### src/inc/pc_fsm_params.svh
// offsets, field positions, reset values and codes of the power condition block
`ifndef PC_FSM_PARAMS_SVH
`define PC_FSM_PARAMS_SVH

// ---------------------------------------------------------------
// register byte offsets
// ---------------------------------------------------------------
`define PC_ADDR_W 8
`define PC_OFF_CMD 8'h00
`define PC_OFF_STBY_TMR 8'h04
`define PC_OFF_IDLE_TMR 8'h08
`define PC_OFF_STATUS 8'h0C
`define PC_OFF_CONFIG 8'h10

// ---------------------------------------------------------------
// command register fields
// ---------------------------------------------------------------
`define PC_CMD_START_BIT 0
`define PC_CMD_PC_LSB 4
`define PC_CMD_PC_MSB 7
`define PC_CMD_IMMEDIATE_RETURN_BIT_BIT 8
`define PC_CMD_SSU_BIT 9
`define PC_CMD_NEED_ACT_BIT 10
`define PC_CMD_NEED_IDLE_BIT 11
`define PC_CMD_MEDIA_BIT 12

// ---------------------------------------------------------------
// power condition field codes
// ---------------------------------------------------------------
`define PC_CODE_START 4'h0
`define PC_CODE_ACTIVE 4'h1
`define PC_CODE_IDLE 4'h2
`define PC_CODE_STANDBY 4'h3
`define PC_CODE_FORCE_IDLE 4'hA
`define PC_CODE_FORCE_STANDBY 4'hB

// ---------------------------------------------------------------
// config register fields and reset values
// ---------------------------------------------------------------
`define PC_CFG_START_STOPPED_BIT 0
`define PC_CFG_SAS_BIT 1
`define PC_CFG_RESET 32'h0000_0002
`define PC_TMR_RESET 32'h0000_0000

// ---------------------------------------------------------------
// status register fields and sense values
// ---------------------------------------------------------------
`define PC_STS_STATE_LSB 0
`define PC_STS_CPL_LSB 4
`define PC_STS_KEY_LSB 8
`define PC_STS_ASC_LSB 16
`define PC_STS_ASCQ_LSB 24
`define PC_SENSE_KEY_NOT_READY 4'h2
`define PC_ASC_NOT_READY 8'h04
`define PC_ASCQ_NEED_SPINUP 8'h11

// ---------------------------------------------------------------
// bus answers
// ---------------------------------------------------------------
`define PC_RESP_OKAY 2'h0
`define PC_RESP_DECERR 2'h3

`endif

### src/inc/pc_fsm_pkg.sv
// types of the power condition block
package pc_fsm_pkg;

  typedef enum logic [2:0] {
    powered_on_state = 3'h0,
    active_wait_state = 3'h1,
    active_state = 3'h3,
    idle_state = 3'h2,
    standby_state = 3'h6,
    stopped_state = 3'h7,
    idle_wait_state = 3'h5
  } pc_state_t;

  typedef enum logic [1:0] {
    cpl_none = 2'h0,
    cpl_good = 2'h1,
    cpl_check = 2'h2,
    cpl_pending = 2'h3
  } cpl_status_t;

endpackage : pc_fsm_pkg

### src/rtl/condition_timer.sv
// reloadable power condition timer with a one-cycle expiry pulse
`timescale 1ns/100ps
`default_nettype none

module condition_timer (
  // clock and reset
  input wire logic ref_clk,
  input wire logic rst,
  // control
  input wire logic run,
  input wire logic restart,
  input wire logic [31:0] reload,
  // result
  output logic expired
);

  logic [31:0] count_ff;
  logic [31:0] nxt_count;
  logic armed_ff;
  logic nxt_armed;
  logic expired_ff;
  logic nxt_expired;

  // zero reload disables the timer; expiry fires once per arming
  always_comb begin
    nxt_count = count_ff;
    nxt_armed = armed_ff;
    nxt_expired = 1'b0;
    if (restart || !run || reload == 32'h0000_0000) begin
      nxt_count = reload;
      nxt_armed = (reload != 32'h0000_0000);
    end else if (armed_ff) begin
      if (count_ff <= 32'h0000_0001) begin
        nxt_armed = 1'b0;
        nxt_expired = 1'b1;
      end else begin
        nxt_count = count_ff - 32'h0000_0001;
      end
    end
  end

  always_ff @(posedge ref_clk) begin
    if (rst) begin
      count_ff <= 32'h0000_0000;
      armed_ff <= 1'b0;
      expired_ff <= 1'b0;
    end else begin
      count_ff <= nxt_count;
      armed_ff <= nxt_armed;
      expired_ff <= nxt_expired;
    end
  end

  assign expired = expired_ff;

endmodule : condition_timer

`default_nettype wire

### src/rtl/power_condition_fsm.sv
// power condition state machine with idle wait handling and an AXI4-Lite register slave
//
// The implementer's own choices: the AXI4-Lite interface to the registers and the placing of the registers.
`timescale 1ns/100ps
`default_nettype none
`include "pc_fsm_params.svh"

module power_condition_fsm
  import pc_fsm_pkg::*;
(
  // clock and reset
  input wire logic ref_clk,
  input wire logic rst,
  // axi4-lite write address and data
  input wire logic s_axi_awvalid,
  output logic s_axi_awready,
  input wire logic [7:0] s_axi_awaddr,
  input wire logic s_axi_wvalid,
  output logic s_axi_wready,
  input wire logic [31:0] s_axi_wdata,
  input wire logic [3:0] s_axi_wstrb,
  // axi4-lite write response
  output logic s_axi_bvalid,
  input wire logic s_axi_bready,
  output logic [1:0] s_axi_bresp,
  // axi4-lite read
  input wire logic s_axi_arvalid,
  output logic s_axi_arready,
  input wire logic [7:0] s_axi_araddr,
  output logic s_axi_rvalid,
  input wire logic s_axi_rready,
  output logic [31:0] s_axi_rdata,
  output logic [1:0] s_axi_rresp,
  // link-side pins
  input wire logic spinup_notify_in,
  input wire logic no_extra_power_in,
  // state outputs
  output logic [2:0] pc_state,
  output logic spindle_run,
  output logic media_ready,
  output logic completion_hold
);

  // ---------------------------------------------------------------
  // helpers
  // ---------------------------------------------------------------
  function automatic logic [31:0] merge_bytes(input logic [31:0] old_v, input logic [31:0] new_v,
                                              input logic [3:0] strb);
    logic [31:0] res;
    res = old_v;
    for (int i = 0; i < 4; i++) begin
      if (strb[i]) begin
        res[i*8 +: 8] = new_v[i*8 +: 8];
      end
    end
    return res;
  endfunction : merge_bytes

  function automatic logic addr_mapped(input logic [7:0] a);
    return (a == `PC_OFF_CMD) || (a == `PC_OFF_STBY_TMR) || (a == `PC_OFF_IDLE_TMR) ||
           (a == `PC_OFF_STATUS) || (a == `PC_OFF_CONFIG);
  endfunction : addr_mapped

  // ---------------------------------------------------------------
  // pin synchronisers
  // ---------------------------------------------------------------
  logic [2:0] notify_sync_ff;
  logic [1:0] power_sync_ff;
  logic [2:0] nxt_notify_sync;
  logic [1:0] nxt_power_sync;
  logic notify_seen;

  always_comb begin
    nxt_notify_sync = {notify_sync_ff[1:0], spinup_notify_in};
    nxt_power_sync = {power_sync_ff[0], no_extra_power_in};
  end

  always_ff @(posedge ref_clk) begin
    if (rst) begin
      notify_sync_ff <= 3'h0;
      power_sync_ff <= 2'h0;
    end else begin
      notify_sync_ff <= nxt_notify_sync;
      power_sync_ff <= nxt_power_sync;
    end
  end

  // spin-up permission: notify edge or no extra power draw
  assign notify_seen = (notify_sync_ff[1] && !notify_sync_ff[2]) || power_sync_ff[1];

  // ---------------------------------------------------------------
  // bus slave
  // ---------------------------------------------------------------
  logic awready_ff, wready_ff, bvalid_ff, arready_ff, rvalid_ff;
  logic aw_held_ff, w_held_ff;
  logic [7:0] awaddr_ff;
  logic [31:0] wdata_ff, rdata_ff;
  logic [3:0] wstrb_ff;
  logic [1:0] bresp_ff, rresp_ff;
  logic nxt_awready, nxt_wready, nxt_bvalid, nxt_arready, nxt_rvalid;
  logic nxt_aw_held, nxt_w_held;
  logic [7:0] nxt_awaddr;
  logic [31:0] nxt_wdata, nxt_rdata;
  logic [3:0] nxt_wstrb;
  logic [1:0] nxt_bresp, nxt_rresp;
  logic wr_fire;
  logic [31:0] status_word, config_ff, stby_reload_ff, idle_reload_ff;

  assign wr_fire = aw_held_ff && w_held_ff && !bvalid_ff;

  always_comb begin
    nxt_aw_held = aw_held_ff;
    nxt_w_held = w_held_ff;
    nxt_awaddr = awaddr_ff;
    nxt_wdata = wdata_ff;
    nxt_wstrb = wstrb_ff;
    nxt_bvalid = bvalid_ff;
    nxt_bresp = bresp_ff;
    nxt_rvalid = rvalid_ff;
    nxt_rdata = rdata_ff;
    nxt_rresp = rresp_ff;
    if (s_axi_awvalid && awready_ff) begin
      nxt_aw_held = 1'b1;
      nxt_awaddr = s_axi_awaddr;
    end
    if (s_axi_wvalid && wready_ff) begin
      nxt_w_held = 1'b1;
      nxt_wdata = s_axi_wdata;
      nxt_wstrb = s_axi_wstrb;
    end
    if (bvalid_ff && s_axi_bready) begin
      nxt_bvalid = 1'b0;
    end
    if (wr_fire) begin
      nxt_aw_held = 1'b0;
      nxt_w_held = 1'b0;
      nxt_bvalid = 1'b1;
      nxt_bresp = addr_mapped(awaddr_ff) ? `PC_RESP_OKAY : `PC_RESP_DECERR;
    end
    if (rvalid_ff && s_axi_rready) begin
      nxt_rvalid = 1'b0;
    end
    if (s_axi_arvalid && arready_ff) begin
      nxt_rvalid = 1'b1;
      nxt_rresp = addr_mapped(s_axi_araddr) ? `PC_RESP_OKAY : `PC_RESP_DECERR;
      case (s_axi_araddr)
        `PC_OFF_STBY_TMR: nxt_rdata = stby_reload_ff;
        `PC_OFF_IDLE_TMR: nxt_rdata = idle_reload_ff;
        `PC_OFF_STATUS: nxt_rdata = status_word;
        `PC_OFF_CONFIG: nxt_rdata = config_ff;
        default: nxt_rdata = 32'h0000_0000;
      endcase
    end
    nxt_awready = !nxt_aw_held;
    nxt_wready = !nxt_w_held;
    nxt_arready = !nxt_rvalid;
  end

  always_ff @(posedge ref_clk) begin
    if (rst) begin
      awready_ff <= 1'b0;
      wready_ff <= 1'b0;
      arready_ff <= 1'b0;
      aw_held_ff <= 1'b0;
      w_held_ff <= 1'b0;
      awaddr_ff <= 8'h00;
      wdata_ff <= 32'h0000_0000;
      wstrb_ff <= 4'h0;
      bvalid_ff <= 1'b0;
      bresp_ff <= `PC_RESP_OKAY;
      rvalid_ff <= 1'b0;
      rdata_ff <= 32'h0000_0000;
      rresp_ff <= `PC_RESP_OKAY;
    end else begin
      awready_ff <= nxt_awready;
      wready_ff <= nxt_wready;
      arready_ff <= nxt_arready;
      aw_held_ff <= nxt_aw_held;
      w_held_ff <= nxt_w_held;
      awaddr_ff <= nxt_awaddr;
      wdata_ff <= nxt_wdata;
      wstrb_ff <= nxt_wstrb;
      bvalid_ff <= nxt_bvalid;
      bresp_ff <= nxt_bresp;
      rvalid_ff <= nxt_rvalid;
      rdata_ff <= nxt_rdata;
      rresp_ff <= nxt_rresp;
    end
  end

  // ---------------------------------------------------------------
  // power condition machine and status
  // ---------------------------------------------------------------
  pc_state_t state_ff, nxt_state;
  cpl_status_t cpl_ff, nxt_cpl;
  pc_state_t target_ff, nxt_target;
  logic [31:0] nxt_config, nxt_stby_reload, nxt_idle_reload;
  logic spindle_ff, ready_ff, hold_ff;
  logic cmd_go, ssu, stop_req, start_req, act_req, idle_req, stby_req;
  logic need_act, need_idle, media_cmd, immediate_return_bit, sas;
  logic stby_exp, idle_exp, tmr_run, tmr_restart;
  logic [3:0] pc_code;

  assign cmd_go = wr_fire && (awaddr_ff == `PC_OFF_CMD) && (wstrb_ff[1:0] != 2'h0);
  assign pc_code = wdata_ff[`PC_CMD_PC_MSB:`PC_CMD_PC_LSB];
  assign ssu = cmd_go && wdata_ff[`PC_CMD_SSU_BIT];
  assign immediate_return_bit = wdata_ff[`PC_CMD_IMMEDIATE_RETURN_BIT_BIT];
  assign stop_req = ssu && pc_code == `PC_CODE_START && !wdata_ff[`PC_CMD_START_BIT];
  assign start_req = ssu && pc_code == `PC_CODE_START && wdata_ff[`PC_CMD_START_BIT];
  assign act_req = ssu && pc_code == `PC_CODE_ACTIVE;
  assign idle_req = ssu && (pc_code == `PC_CODE_IDLE || pc_code == `PC_CODE_FORCE_IDLE);
  assign stby_req = ssu && (pc_code == `PC_CODE_STANDBY || pc_code == `PC_CODE_FORCE_STANDBY);
  assign need_act = cmd_go && !ssu && wdata_ff[`PC_CMD_NEED_ACT_BIT];
  assign need_idle = cmd_go && !ssu && wdata_ff[`PC_CMD_NEED_IDLE_BIT];
  assign media_cmd = cmd_go && !ssu && wdata_ff[`PC_CMD_MEDIA_BIT];
  assign sas = config_ff[`PC_CFG_SAS_BIT];
  assign tmr_run = (state_ff != standby_state) && (state_ff != stopped_state);
  assign tmr_restart = (nxt_state != state_ff) || cmd_go;

  assign status_word = {`PC_ASCQ_NEED_SPINUP & {8{cpl_ff == cpl_check}},
                        `PC_ASC_NOT_READY & {8{cpl_ff == cpl_check}},
                        4'h0, `PC_SENSE_KEY_NOT_READY & {4{cpl_ff == cpl_check}},
                        2'h0, cpl_ff, hold_ff, state_ff};

  condition_timer u_stby_tmr (
    .ref_clk(ref_clk),
    .rst(rst),
    .run(tmr_run),
    .restart(tmr_restart),
    .reload(stby_reload_ff),
    .expired(stby_exp)
  );

  condition_timer u_idle_tmr (
    .ref_clk(ref_clk),
    .rst(rst),
    .run(tmr_run),
    .restart(tmr_restart),
    .reload(idle_reload_ff),
    .expired(idle_exp)
  );

  always_comb begin
    nxt_state = state_ff;
    nxt_cpl = cpl_ff;
    nxt_target = target_ff;
    nxt_config = config_ff;
    nxt_stby_reload = stby_reload_ff;
    nxt_idle_reload = idle_reload_ff;
    if (wr_fire && awaddr_ff == `PC_OFF_CONFIG) begin
      nxt_config = merge_bytes(config_ff, wdata_ff, wstrb_ff) & 32'h0000_0003;
    end
    if (wr_fire && awaddr_ff == `PC_OFF_STBY_TMR) begin
      nxt_stby_reload = merge_bytes(stby_reload_ff, wdata_ff, wstrb_ff);
    end
    if (wr_fire && awaddr_ff == `PC_OFF_IDLE_TMR) begin
      nxt_idle_reload = merge_bytes(idle_reload_ff, wdata_ff, wstrb_ff);
    end
    case (state_ff)
      powered_on_state: begin
        nxt_state = config_ff[`PC_CFG_START_STOPPED_BIT] ? stopped_state :
                    (sas ? active_wait_state : active_state);
      end
      active_state: begin
        if (stop_req) nxt_state = stopped_state;
        else if (stby_req || stby_exp) nxt_state = standby_state;
        else if (idle_req || idle_exp) nxt_state = idle_state;
      end
      idle_state: begin
        if (stop_req) nxt_state = stopped_state;
        else if (stby_req || stby_exp) nxt_state = standby_state;
        else if (start_req || act_req || need_act) nxt_state = active_state;
      end
      standby_state: begin
        if (stop_req) nxt_state = stopped_state;
        else if (start_req || act_req || need_act) nxt_state = sas ? active_wait_state : active_state;
        else if (idle_req || need_idle) nxt_state = sas ? idle_wait_state : idle_state;
      end
      stopped_state: begin
        if (stby_req) nxt_state = standby_state;
        else if (start_req || act_req) nxt_state = sas ? active_wait_state : active_state;
        else if (idle_req) nxt_state = sas ? idle_wait_state : idle_state;
      end
      active_wait_state: begin
        if (stop_req) nxt_state = stopped_state;
        else if (stby_req || stby_exp) nxt_state = standby_state;
        else if (notify_seen) nxt_state = active_state;
        else if (idle_req || idle_exp) nxt_state = idle_wait_state;
      end
      idle_wait_state: begin
        if (stop_req) nxt_state = stopped_state;
        else if (stby_req || stby_exp) nxt_state = standby_state;
        else if (act_req || need_act) nxt_state = active_wait_state;
        else if (notify_seen) nxt_state = idle_state;
      end
      default: nxt_state = powered_on_state;
    endcase
    // completion of the command just taken
    if (cmd_go) begin
      if (media_cmd && (state_ff == idle_wait_state || state_ff == active_wait_state)) begin
        nxt_cpl = cpl_check;
      end else if (ssu && !immediate_return_bit && nxt_state == active_wait_state) begin
        nxt_cpl = cpl_pending;
        nxt_target = active_state;
      end else if (ssu && !immediate_return_bit && nxt_state == idle_wait_state) begin
        nxt_cpl = cpl_pending;
        nxt_target = idle_state;
      end else begin
        nxt_cpl = cpl_good;
      end
    end else if (cpl_ff == cpl_pending) begin
      if (state_ff == target_ff) nxt_cpl = cpl_good;
      else if (state_ff != active_wait_state && state_ff != idle_wait_state) nxt_cpl = cpl_check;
    end
  end

  always_ff @(posedge ref_clk) begin
    if (rst) begin
      state_ff <= powered_on_state;
      cpl_ff <= cpl_none;
      target_ff <= active_state;
      config_ff <= `PC_CFG_RESET;
      stby_reload_ff <= `PC_TMR_RESET;
      idle_reload_ff <= `PC_TMR_RESET;
      spindle_ff <= 1'b0;
      ready_ff <= 1'b0;
      hold_ff <= 1'b0;
    end else begin
      state_ff <= nxt_state;
      cpl_ff <= nxt_cpl;
      target_ff <= nxt_target;
      config_ff <= nxt_config;
      stby_reload_ff <= nxt_stby_reload;
      idle_reload_ff <= nxt_idle_reload;
      // spindle runs only in active and idle
      spindle_ff <= (nxt_state == active_state) || (nxt_state == idle_state);
      ready_ff <= (nxt_state == active_state) || (nxt_state == idle_state);
      hold_ff <= (nxt_cpl == cpl_pending);
    end
  end

  // ---------------------------------------------------------------
  // outputs
  // ---------------------------------------------------------------
  assign s_axi_awready = awready_ff;
  assign s_axi_wready = wready_ff;
  assign s_axi_bvalid = bvalid_ff;
  assign s_axi_bresp = bresp_ff;
  assign s_axi_arready = arready_ff;
  assign s_axi_rvalid = rvalid_ff;
  assign s_axi_rdata = rdata_ff;
  assign s_axi_rresp = rresp_ff;
  assign pc_state = state_ff;
  assign spindle_run = spindle_ff;
  assign media_ready = ready_ff;
  assign completion_hold = hold_ff;

endmodule : power_condition_fsm

`default_nettype wire

### config.mk
export PLATFORM = sky130hd
export DESIGN_NAME = power_condition_fsm
export DESIGN_NICKNAME = d
export VERILOG_FILES = /design/src/inc/pc_fsm_pkg.sv /design/src/rtl/condition_timer.sv /design/src/rtl/power_condition_fsm.sv
export VERILOG_INCLUDE_DIRS = /design/src /design/src/inc
export SDC_FILE = /design/constraint.sdc
export NUM_CORES = 1
export LEC_CHECK = 0
export ABC_AREA = 1
export CAP_MARGIN = 0
export CORE_UTILIZATION = 35
export CTS_CLUSTER_DIAMETER = 150
export CTS_CLUSTER_SIZE = 40
export DETAILED_ROUTE_END_ITERATION = 16
export DONT_BUFFER_PORTS = 1
export SKIP_LAST_GASP = 1
export SYNTH_ARGS = -nofsm -noshare
export SYNTH_HDL_FRONTEND = slang
export SYNTH_SLANG_ARGS = --single-unit
### constraint.sdc
create_clock -name ref_clk -period 2.9 [get_ports ref_clk]
set_input_delay 0 -clock ref_clk [delete_from_list [all_inputs] [get_ports ref_clk]]
set_output_delay 0 -clock ref_clk [all_outputs]
set_load 0.1 [all_outputs]
# --- Word level (Yosys, flattened, before mapping) ---
# Cells that the tools add are included.
totals:
  inputBits: 61
  out_inout_bits: 47
  register_bits: 236
classes:
  order_cmp: 2
  muxes: 58
  n_reduce_logical: 89
  addsub: 2
  bitwise_logic: 3
  n_eq_ne: 34
ops:
  columns: ["op", "count"]
  rows:
  - ["32-bit two-way mux", 6]
  - ["32-bit one-hot mux with 4 select lines", 1]
  - ["3-bit two-way mux", 24]
  - ["32-bit by 1-bit less-or-equal comparator with 1-bit output (second input constant)", 2]
  - ["32-bit logical NOT", 2]
  - ["32-bit nonzero test", 2]
  - ["32-bit by 1-bit subtractor with 32-bit output (second input constant)", 2]
  - ["8-bit by 4-bit equality test with 1-bit output (second input constant)", 4]
  - ["1-bit logical AND", 30]
  - ["1-bit logical OR", 23]
  - ["2-bit AND reduction", 11]
  - ["3-bit one-hot mux with 7 select lines", 1]
  - ["2-bit two-way mux", 10]
  - ["8-bit by 3-bit equality test with 1-bit output (second input constant)", 2]
  - ["8-bit by 5-bit equality test with 1-bit output (second input constant)", 2]
  - ["8-bit logical NOT", 2]
  - ["1-bit two-way mux", 16]
  - ["3-bit by 2-bit equality test with 1-bit output (second input constant)", 4]
  - ["3-bit equality test (second input constant)", 4]
  - ["2-bit nonzero test", 5]
  - ["1-bit logical NOT", 9]
  - ["3-bit != test (second input constant)", 3]
  - ["4-bit by 2-bit equality test with 1-bit output (second input constant)", 2]
  - ["4-bit equality test (second input constant)", 2]
  - ["12 further kinds", 19]

# --- Depth between registers and ports, before layout ---
depth:
  ltp_word: 20
  depth_mapped: 22

# --- Cells and area by module ---
# Synthesis repeated with hierarchy kept, for this count alone.
unflattened:
  hier_cells: 1952
  hier_area_um2: 12938.7
by_module_without_submodules:
  columns: ["mod", "cells_each", "area_each_um2", "instances"]
  rows:
  - ["power_condition_fsm", 938, 6942.9, 1]
  - ["condition_timer", 507, 2997.9, 2]

# --- Worst setup path after synthesis ---
# No wires, ideal clock.
synth_timing:
  kind: "register to register"
  from: "reg bvalid_ff (netlist: s_axi_bvalid)"
  to: "reg u_idle_tmr.count_ff[17]"
  period_less_slack_ns: 3.144
  stages_incl_launch_ff: 18
  t_required_ns: 2.783
  t_arrival_ns: 3.027
  n_path_buf: 1
  path_slack_ns: -0.244
  setup_ns: 0.117
  cell_sequence: "dfxtp_1 -> nand3b_4 -> nor2_4 -> nand4_2 -> nand2_1 -> nor2_1 -> nand2_1 -> nand2_1 -> inv_1 -> nor2_1 -> nand3_1 -> nand2_1 -> nand3_2 -> nor2_8 -> nand3_2 -> clkbuf_1 -> o21ai_0 -> nor2_1"
synth_between:
  elab_chain_cells: 19
synth_rtl:
  columns: ["item", "line", "rtl"]
  rows:
  - ["start, declared", "power_condition_fsm.sv:94", "logic awready_ff, wready_ff, bvalid_ff, arready_ff, rvalid_ff;"]
  - ["start signal, assigned", "power_condition_fsm.sv:183", "bvalid_ff <= nxt_bvalid;"]
  - ["1-bit logical NOT (*)", "power_condition_fsm.sv:109", "assign wr_fire = aw_held_ff && w_held_ff && !bvalid_ff;"]
  - ["1-bit logical AND (*)", "power_condition_fsm.sv:109", null]
  - ["1-bit logical AND (*) (2 in series)", "power_condition_fsm.sv:204", "assign cmd_go = wr_fire && (awaddr_ff == `PC_OFF_CMD) && (wstrb_ff[1:0] != 2'h0);"]
  - ["1-bit logical AND", "power_condition_fsm.sv:206", "assign ssu = cmd_go && wdata_ff[`PC_CMD_SSU_BIT];"]
  - ["1-bit logical NOT / 1-bit logical AND (equally long branches)", null, null]
  - ["1-bit logical AND, on equally long branches", "power_condition_fsm.sv:213, power_condition_fsm.sv:214, power_condition_fsm.sv:209", null]
  - ["1-bit logical AND, or another cell as far along", "power_condition_fsm.sv:213", "assign need_act = cmd_go && !ssu && wdata_ff[`PC_CMD_NEED_ACT_BIT];"]
  - ["1-bit logical OR, on equally long branches", null, null]
  - ["3-bit two-way mux, on equally long branches", "power_condition_fsm.sv:293, power_condition_fsm.sv:272, power_condition_fsm.sv:277", null]
  - ["3-bit two-way mux, on equally long branches", "power_condition_fsm.sv:292, power_condition_fsm.sv:271, power_condition_fsm.sv:276", null]
  - ["3-bit two-way mux, on equally long branches", "power_condition_fsm.sv:291, power_condition_fsm.sv:270, power_condition_fsm.sv:275", null]
  - ["3-bit one-hot mux with 7 select lines", "power_condition_fsm.sv:259", "case (state_ff)"]
  - ["3-bit != test", "power_condition_fsm.sv:218", "assign tmr_restart = (nxt_state != state_ff) || cmd_go;"]
  - ["1-bit logical OR (*)", "power_condition_fsm.sv:218", null]
  - ["1-bit logical OR (*) (2 in series)", "condition_timer.sv:29", "if (restart || !run || reload == 32'h0000_0000) begin"]
  - ["2-bit by 1-bit != test with 1-bit output (no source line) / 2-bit nonzero test (equally long branches)", null, null]
  - ["2-bit AND reduction (no source line)", null, null]
  - ["end signal, assigned", "condition_timer.sv:48", "count_ff <= nxt_count;"]
  - ["end, declared", "condition_timer.sv:17", "logic [31:0] count_ff;"]
# Mark *: on every way between the ends. The rest lies on a longest branch, timed or not.
# A chain may end at the register's enable or synchronous reset.

# --- Final worst setup path ---
layout_timing:
  from: "reg awaddr_ff[5]"
  to: "reg u_stby_tmr.count_ff[30]"
layout_between:
  elab_chain_cells: 18
layout_rtl:
  columns: ["item", "line", "rtl"]
  rows:
  - ["start, declared", "power_condition_fsm.sv:96", "logic [7:0] awaddr_ff;"]
  - ["start signal, assigned", "power_condition_fsm.sv:180", "awaddr_ff <= nxt_awaddr;"]
  - ["8-bit logical NOT (no source line) (*)", null, null]
  - ["1-bit logical AND (*) (2 in series)", "power_condition_fsm.sv:204", null]
  - ["1-bit logical AND", "power_condition_fsm.sv:206", null]
  - ["1-bit logical NOT / 1-bit logical AND (equally long branches)", null, null]
  - ["1-bit logical AND, on equally long branches", "power_condition_fsm.sv:213, power_condition_fsm.sv:214, power_condition_fsm.sv:209", null]
  - ["1-bit logical AND, or another cell as far along", "power_condition_fsm.sv:213", null]
  - ["1-bit logical OR, on equally long branches", null, null]
  - ["3-bit two-way mux, on equally long branches", "power_condition_fsm.sv:293, power_condition_fsm.sv:272, power_condition_fsm.sv:277", null]
  - ["3-bit two-way mux, on equally long branches", "power_condition_fsm.sv:292, power_condition_fsm.sv:271, power_condition_fsm.sv:276", null]
  - ["3-bit two-way mux, on equally long branches", "power_condition_fsm.sv:291, power_condition_fsm.sv:270, power_condition_fsm.sv:275", null]
  - ["3-bit one-hot mux with 7 select lines", "power_condition_fsm.sv:259", null]
  - ["3-bit != test", "power_condition_fsm.sv:218", null]
  - ["1-bit logical OR (*)", "power_condition_fsm.sv:218", null]
  - ["1-bit logical OR (*) (2 in series)", "condition_timer.sv:29", null]
  - ["2-bit by 1-bit != test with 1-bit output (no source line) / 2-bit nonzero test (equally long branches)", null, null]
  - ["2-bit AND reduction (no source line)", null, null]
  - ["end signal, assigned", "condition_timer.sv:48", null]
  - ["end, declared", "condition_timer.sv:17", null]
# Marked as above.

==> flow_summary.json <==
{
  "grt_usage_pct": 22.4,
  "grt-busiest-layer": "met2",
  "syn_area_per_cell_um2": 6.71,
  "fillers": 3428,
  "fin_nets": 1916,
  "drc": 0,
  "path_class": "reg2reg",
  "netlist_area_um2": 11800,
  "yosysUniqueCellTypes": 48,
  "grt_setup_unrepaired": "yes",
  "synth_ff_type": "dfxtp_1",
  "cap_viol_max_count": 0,
  "start_kind": "register",
  "clock_sinks": 232,
  "synth_fp_nets": 1820,
  "ioPinCount": 108,
  "die_h_um": 185,
  "fmaxAchievable_mhz": 354,
  "setup_viol": 0,
  "grt_pass1_vias": 10952,
  "grt_overflow": 0,
  "grt_pass1_wl_mm": 60.4,
  "worst_slack_ns": 0.0742,
  "outcome": "finished, final reports clean",
  "ys_async_sr_fraction_pct": 0,
  "leakage_uw": 0.00619,
  "crit_path_max_fanout": 8,
  "tightestPinTransition_ns": 1.12,
  "final_common_cell": "nand2_1",
  "min-delay-path-class": "in2reg",
  "clk_pin_slew_ns": 0.16,
  "area_delta_synth_final_pct": 21.3,
  "critPathMaxStageDelay_ns": 0.39,
  "final_max_slew_viol_count": 0,
  "hold_viol": 0,
  "cts_tree": "done",
  "drtPass1Iterations": 5,
  "max_slew_margin_pct": 25.5,
  "gp_congestion": 0.950,
  "antenna_found_initial": 1,
  "cp_data_arrival_time_ns": 3.24,
  "antenna_left": 0,
  "use_met3_pct": 2.45,
  "port_buffers": 0,
  "dp_hpwl_mm": 28.3,
  "clk_latency_ns": 0.50,
  "cts_buffers": 9,
  "via_per_inst": 5.30,
  "clockBufferDepth": 3,
  "netlist_instances": 1755,
  "vdd_drop_max_mv": 0.398,
  "power_uw": 7040,
  "coreArea_um2": 32900,
  "mostFrequentLayoutCells": "nand2_1, nor2_1, dfxtp_1",
  "drive_gt1_share_pct": 13.5,
  "die-area_um2": 34400,
  "cts_root_buffer": "clkbuf_16",
  "use_met2_pct": 37.3,
  "power.density_nw_per_um2": 492,
  "period_share_pct": 97.4,
  "wl_mm": 40.5,
  "worst_ep_required_time_ns": 3.31,
  "place_ws_ns": -0.0285,
  "ys_seq_elements": 232,
  "clock_skew_ns": 0.0239,
  "rows": 66,
  "fin_crit_ns": 2.83,
  "ctsHtreeMaxLevel": 1,
  "seq_area_frac_synth_pct": 39.4,
  "use_met1_pct": 30.3,
  "drt_iter0_drc": 1104,
  "synth_edf_count": 0,
  "start_util_pct": 35.8,
  "num_vias": 12174,
  "cp_common_cell": "nand2_1",
  "endpoint_kind": "register",
  "grt_max_degree": 74,
  "ys_warn_count": 0,
  "wl_per_cell_um": 17.7,
  "cpMaxStageDelayCell": "dfxtp_4",
  "cp_cell_sequence": "nor2_4 -> nand2_4 -> nor2_8 -> nand4_1 -> nor2_2 -> nor2_4 -> buf_4 -> nand2_1 -> nand2_1 -> nand2_1 -> nand2_1 -> nand4_1 -> nand3_2 -> nor2_8 -> buf_12 -> buf_6 -> nand3_4 -> o21ai_1 -> nor2_1",
  "die_w_um": 185
}
[layer usage]
layer,vias to the layer above,part of all wire [%]
met3,71,5.1
met5,-,0
met2,407,47
met1,5720,45
li1,5976,-
met4,0,3.1
[cells in the mapped netlist, types with 3 or more instances]
cell type | count | area (um^2)
nand4_1 | 81 | 507
o221ai_1 | 7 | 61.3
o21bai_1 | 3 | 22.5
xnor2_1 | 10 | 87.6
buf_2 | 18 | 90.1
nor2_1 | 269 | 1010
or2_2 | 5 | 31.3
o211ai_1 | 6 | 45.0
nor3_1 | 23 | 115
o21ai_1 | 18 | 90.1
a31oi_1 | 3 | 18.8
clkbuf_1 | 64 | 240
ha_1 | 4 | 50.1
nor4_1 | 15 | 93.8
o21ai_0 | 139 | 696
inv_2 | 4 | 15.0
buf_1 | 5 | 18.8
nand3_1 | 83 | 415
xor2_1 | 25 | 219
o22ai_1 | 23 | 144
buf_4 | 3 | 22.5
buf_6 | 3 | 33.8
nand2_1 | 313 | 1170
nand3_2 | 4 | 40.0
inv_1 | 198 | 743
a21oi_1 | 164 | 821
dfxtp_1 | 232 | 4640
nand3b_1 | 6 | 45.0
[per-stage QoR]
| stage | util, % | hold slack (ns) | instances | cell area [um^2] | setup TNS [ns] |
|---|---|---|---|---|---|
| after floorplan | - | 0.107 | 1755 | 11800 | 0 |
| after global routing | 43.5 | 0.0579 | 2294 | 14300 | -3.81 |
| after global placement | 38.7 | 0.0709 | 2198 | 12700 | 0 |
| final | 43.5 | 0.0196 | 2295 | 14300 | 0 |
| after detailed placement | 38.7 | 0.0725 | 2198 | 12700 | -0.130 |
| after CTS | 41.2 | 0.00630 | 2266 | 13600 | 0 |
[final cells by class]
cell class	instances	area, um^2	area share, %
well taps	442	553	3.87
flip-flops and latches	232	4660	32.6
clock inverters	1	8.76	0.0613
clock buffers	10	229	1.60
multi-input cells	1229	6340	44.4
repair buffers	174	1700	11.9
inverters	204	785	5.49
repair inverters	1	5.00	0.0350
diodes	2	5.00	0.0350
[report_power, final]
group | total [uW] | internal (uW) | switching, uW
sequential | 3410 | 3270 | 136
combinational | 2000 | 742 | 1260
clock | 1630 | 580 | 1050
total | 7040 | 4590 | 2440
[repair_timing]
action	CTS	global route
setup endpoints to repair	13	66
pin swaps	0	37
resized for setup	1	121
endpoints found under the hold margin	146	0
cloned	1	12
buffers inserted	0	16
hold buffers	56	0
[state kept, by name, indices dropped and copies added (netlist names), 3 cells and up]
register / count
pc_state: 3
notify_sync_ff: 3
wstrb_ff: 4
u_stby_tmr.count_ff: 32
s_axi_rdata: 32
wdata_ff: 32
awaddr_ff: 8
idle_reload_ff: 32
u_idle_tmr.count_ff: 32
stby_reload_ff: 32
[final timing paths]
path | startpoint | end | slack (ns) | cells past startpoint
setup reg to reg | awaddr_ff[5] | u_stby_tmr.count_ff[30] | 0.07 | 19
hold reg to reg | power_sync_ff[0] | power_sync_ff[1] | 0.41 | 2
hold / removal | s_axi_araddr[2] | s_axi_rdata[1] | 0.02 | 6
setup / recovery | awaddr_ff[5] | u_stby_tmr.count_ff[30] | 0.07 | 19
[worst max-delay path, delay by kind of cell (launching register included)]
family	cells	cell delay, ns
DFF	1	0.39
AOI/OAI and AO/OA	1	0.19
and+or+nand+nor	15	1.68
buffers and inverters	3	0.47
[cells by family (layout without fill, tap and decap cells)]
kind of cell / Yosys count / after routing / share of synthesized area, %
AO/OA/AOI/OAI: 369 / 369 / 16.6
XOR/XNOR: 35 / 35 / 2.60
adder cells (fa/ha/maj): 4 / 4 / 0.425
buffers and inverters: 297 / 390 / 9.94
flip-flops: 232 / 232 / 39.4
other: 0 / 2 / 0
AND/OR/NAND/NOR: 818 / 821 / 31.0
No activity file was read; power rests on OpenSTA's default activity.
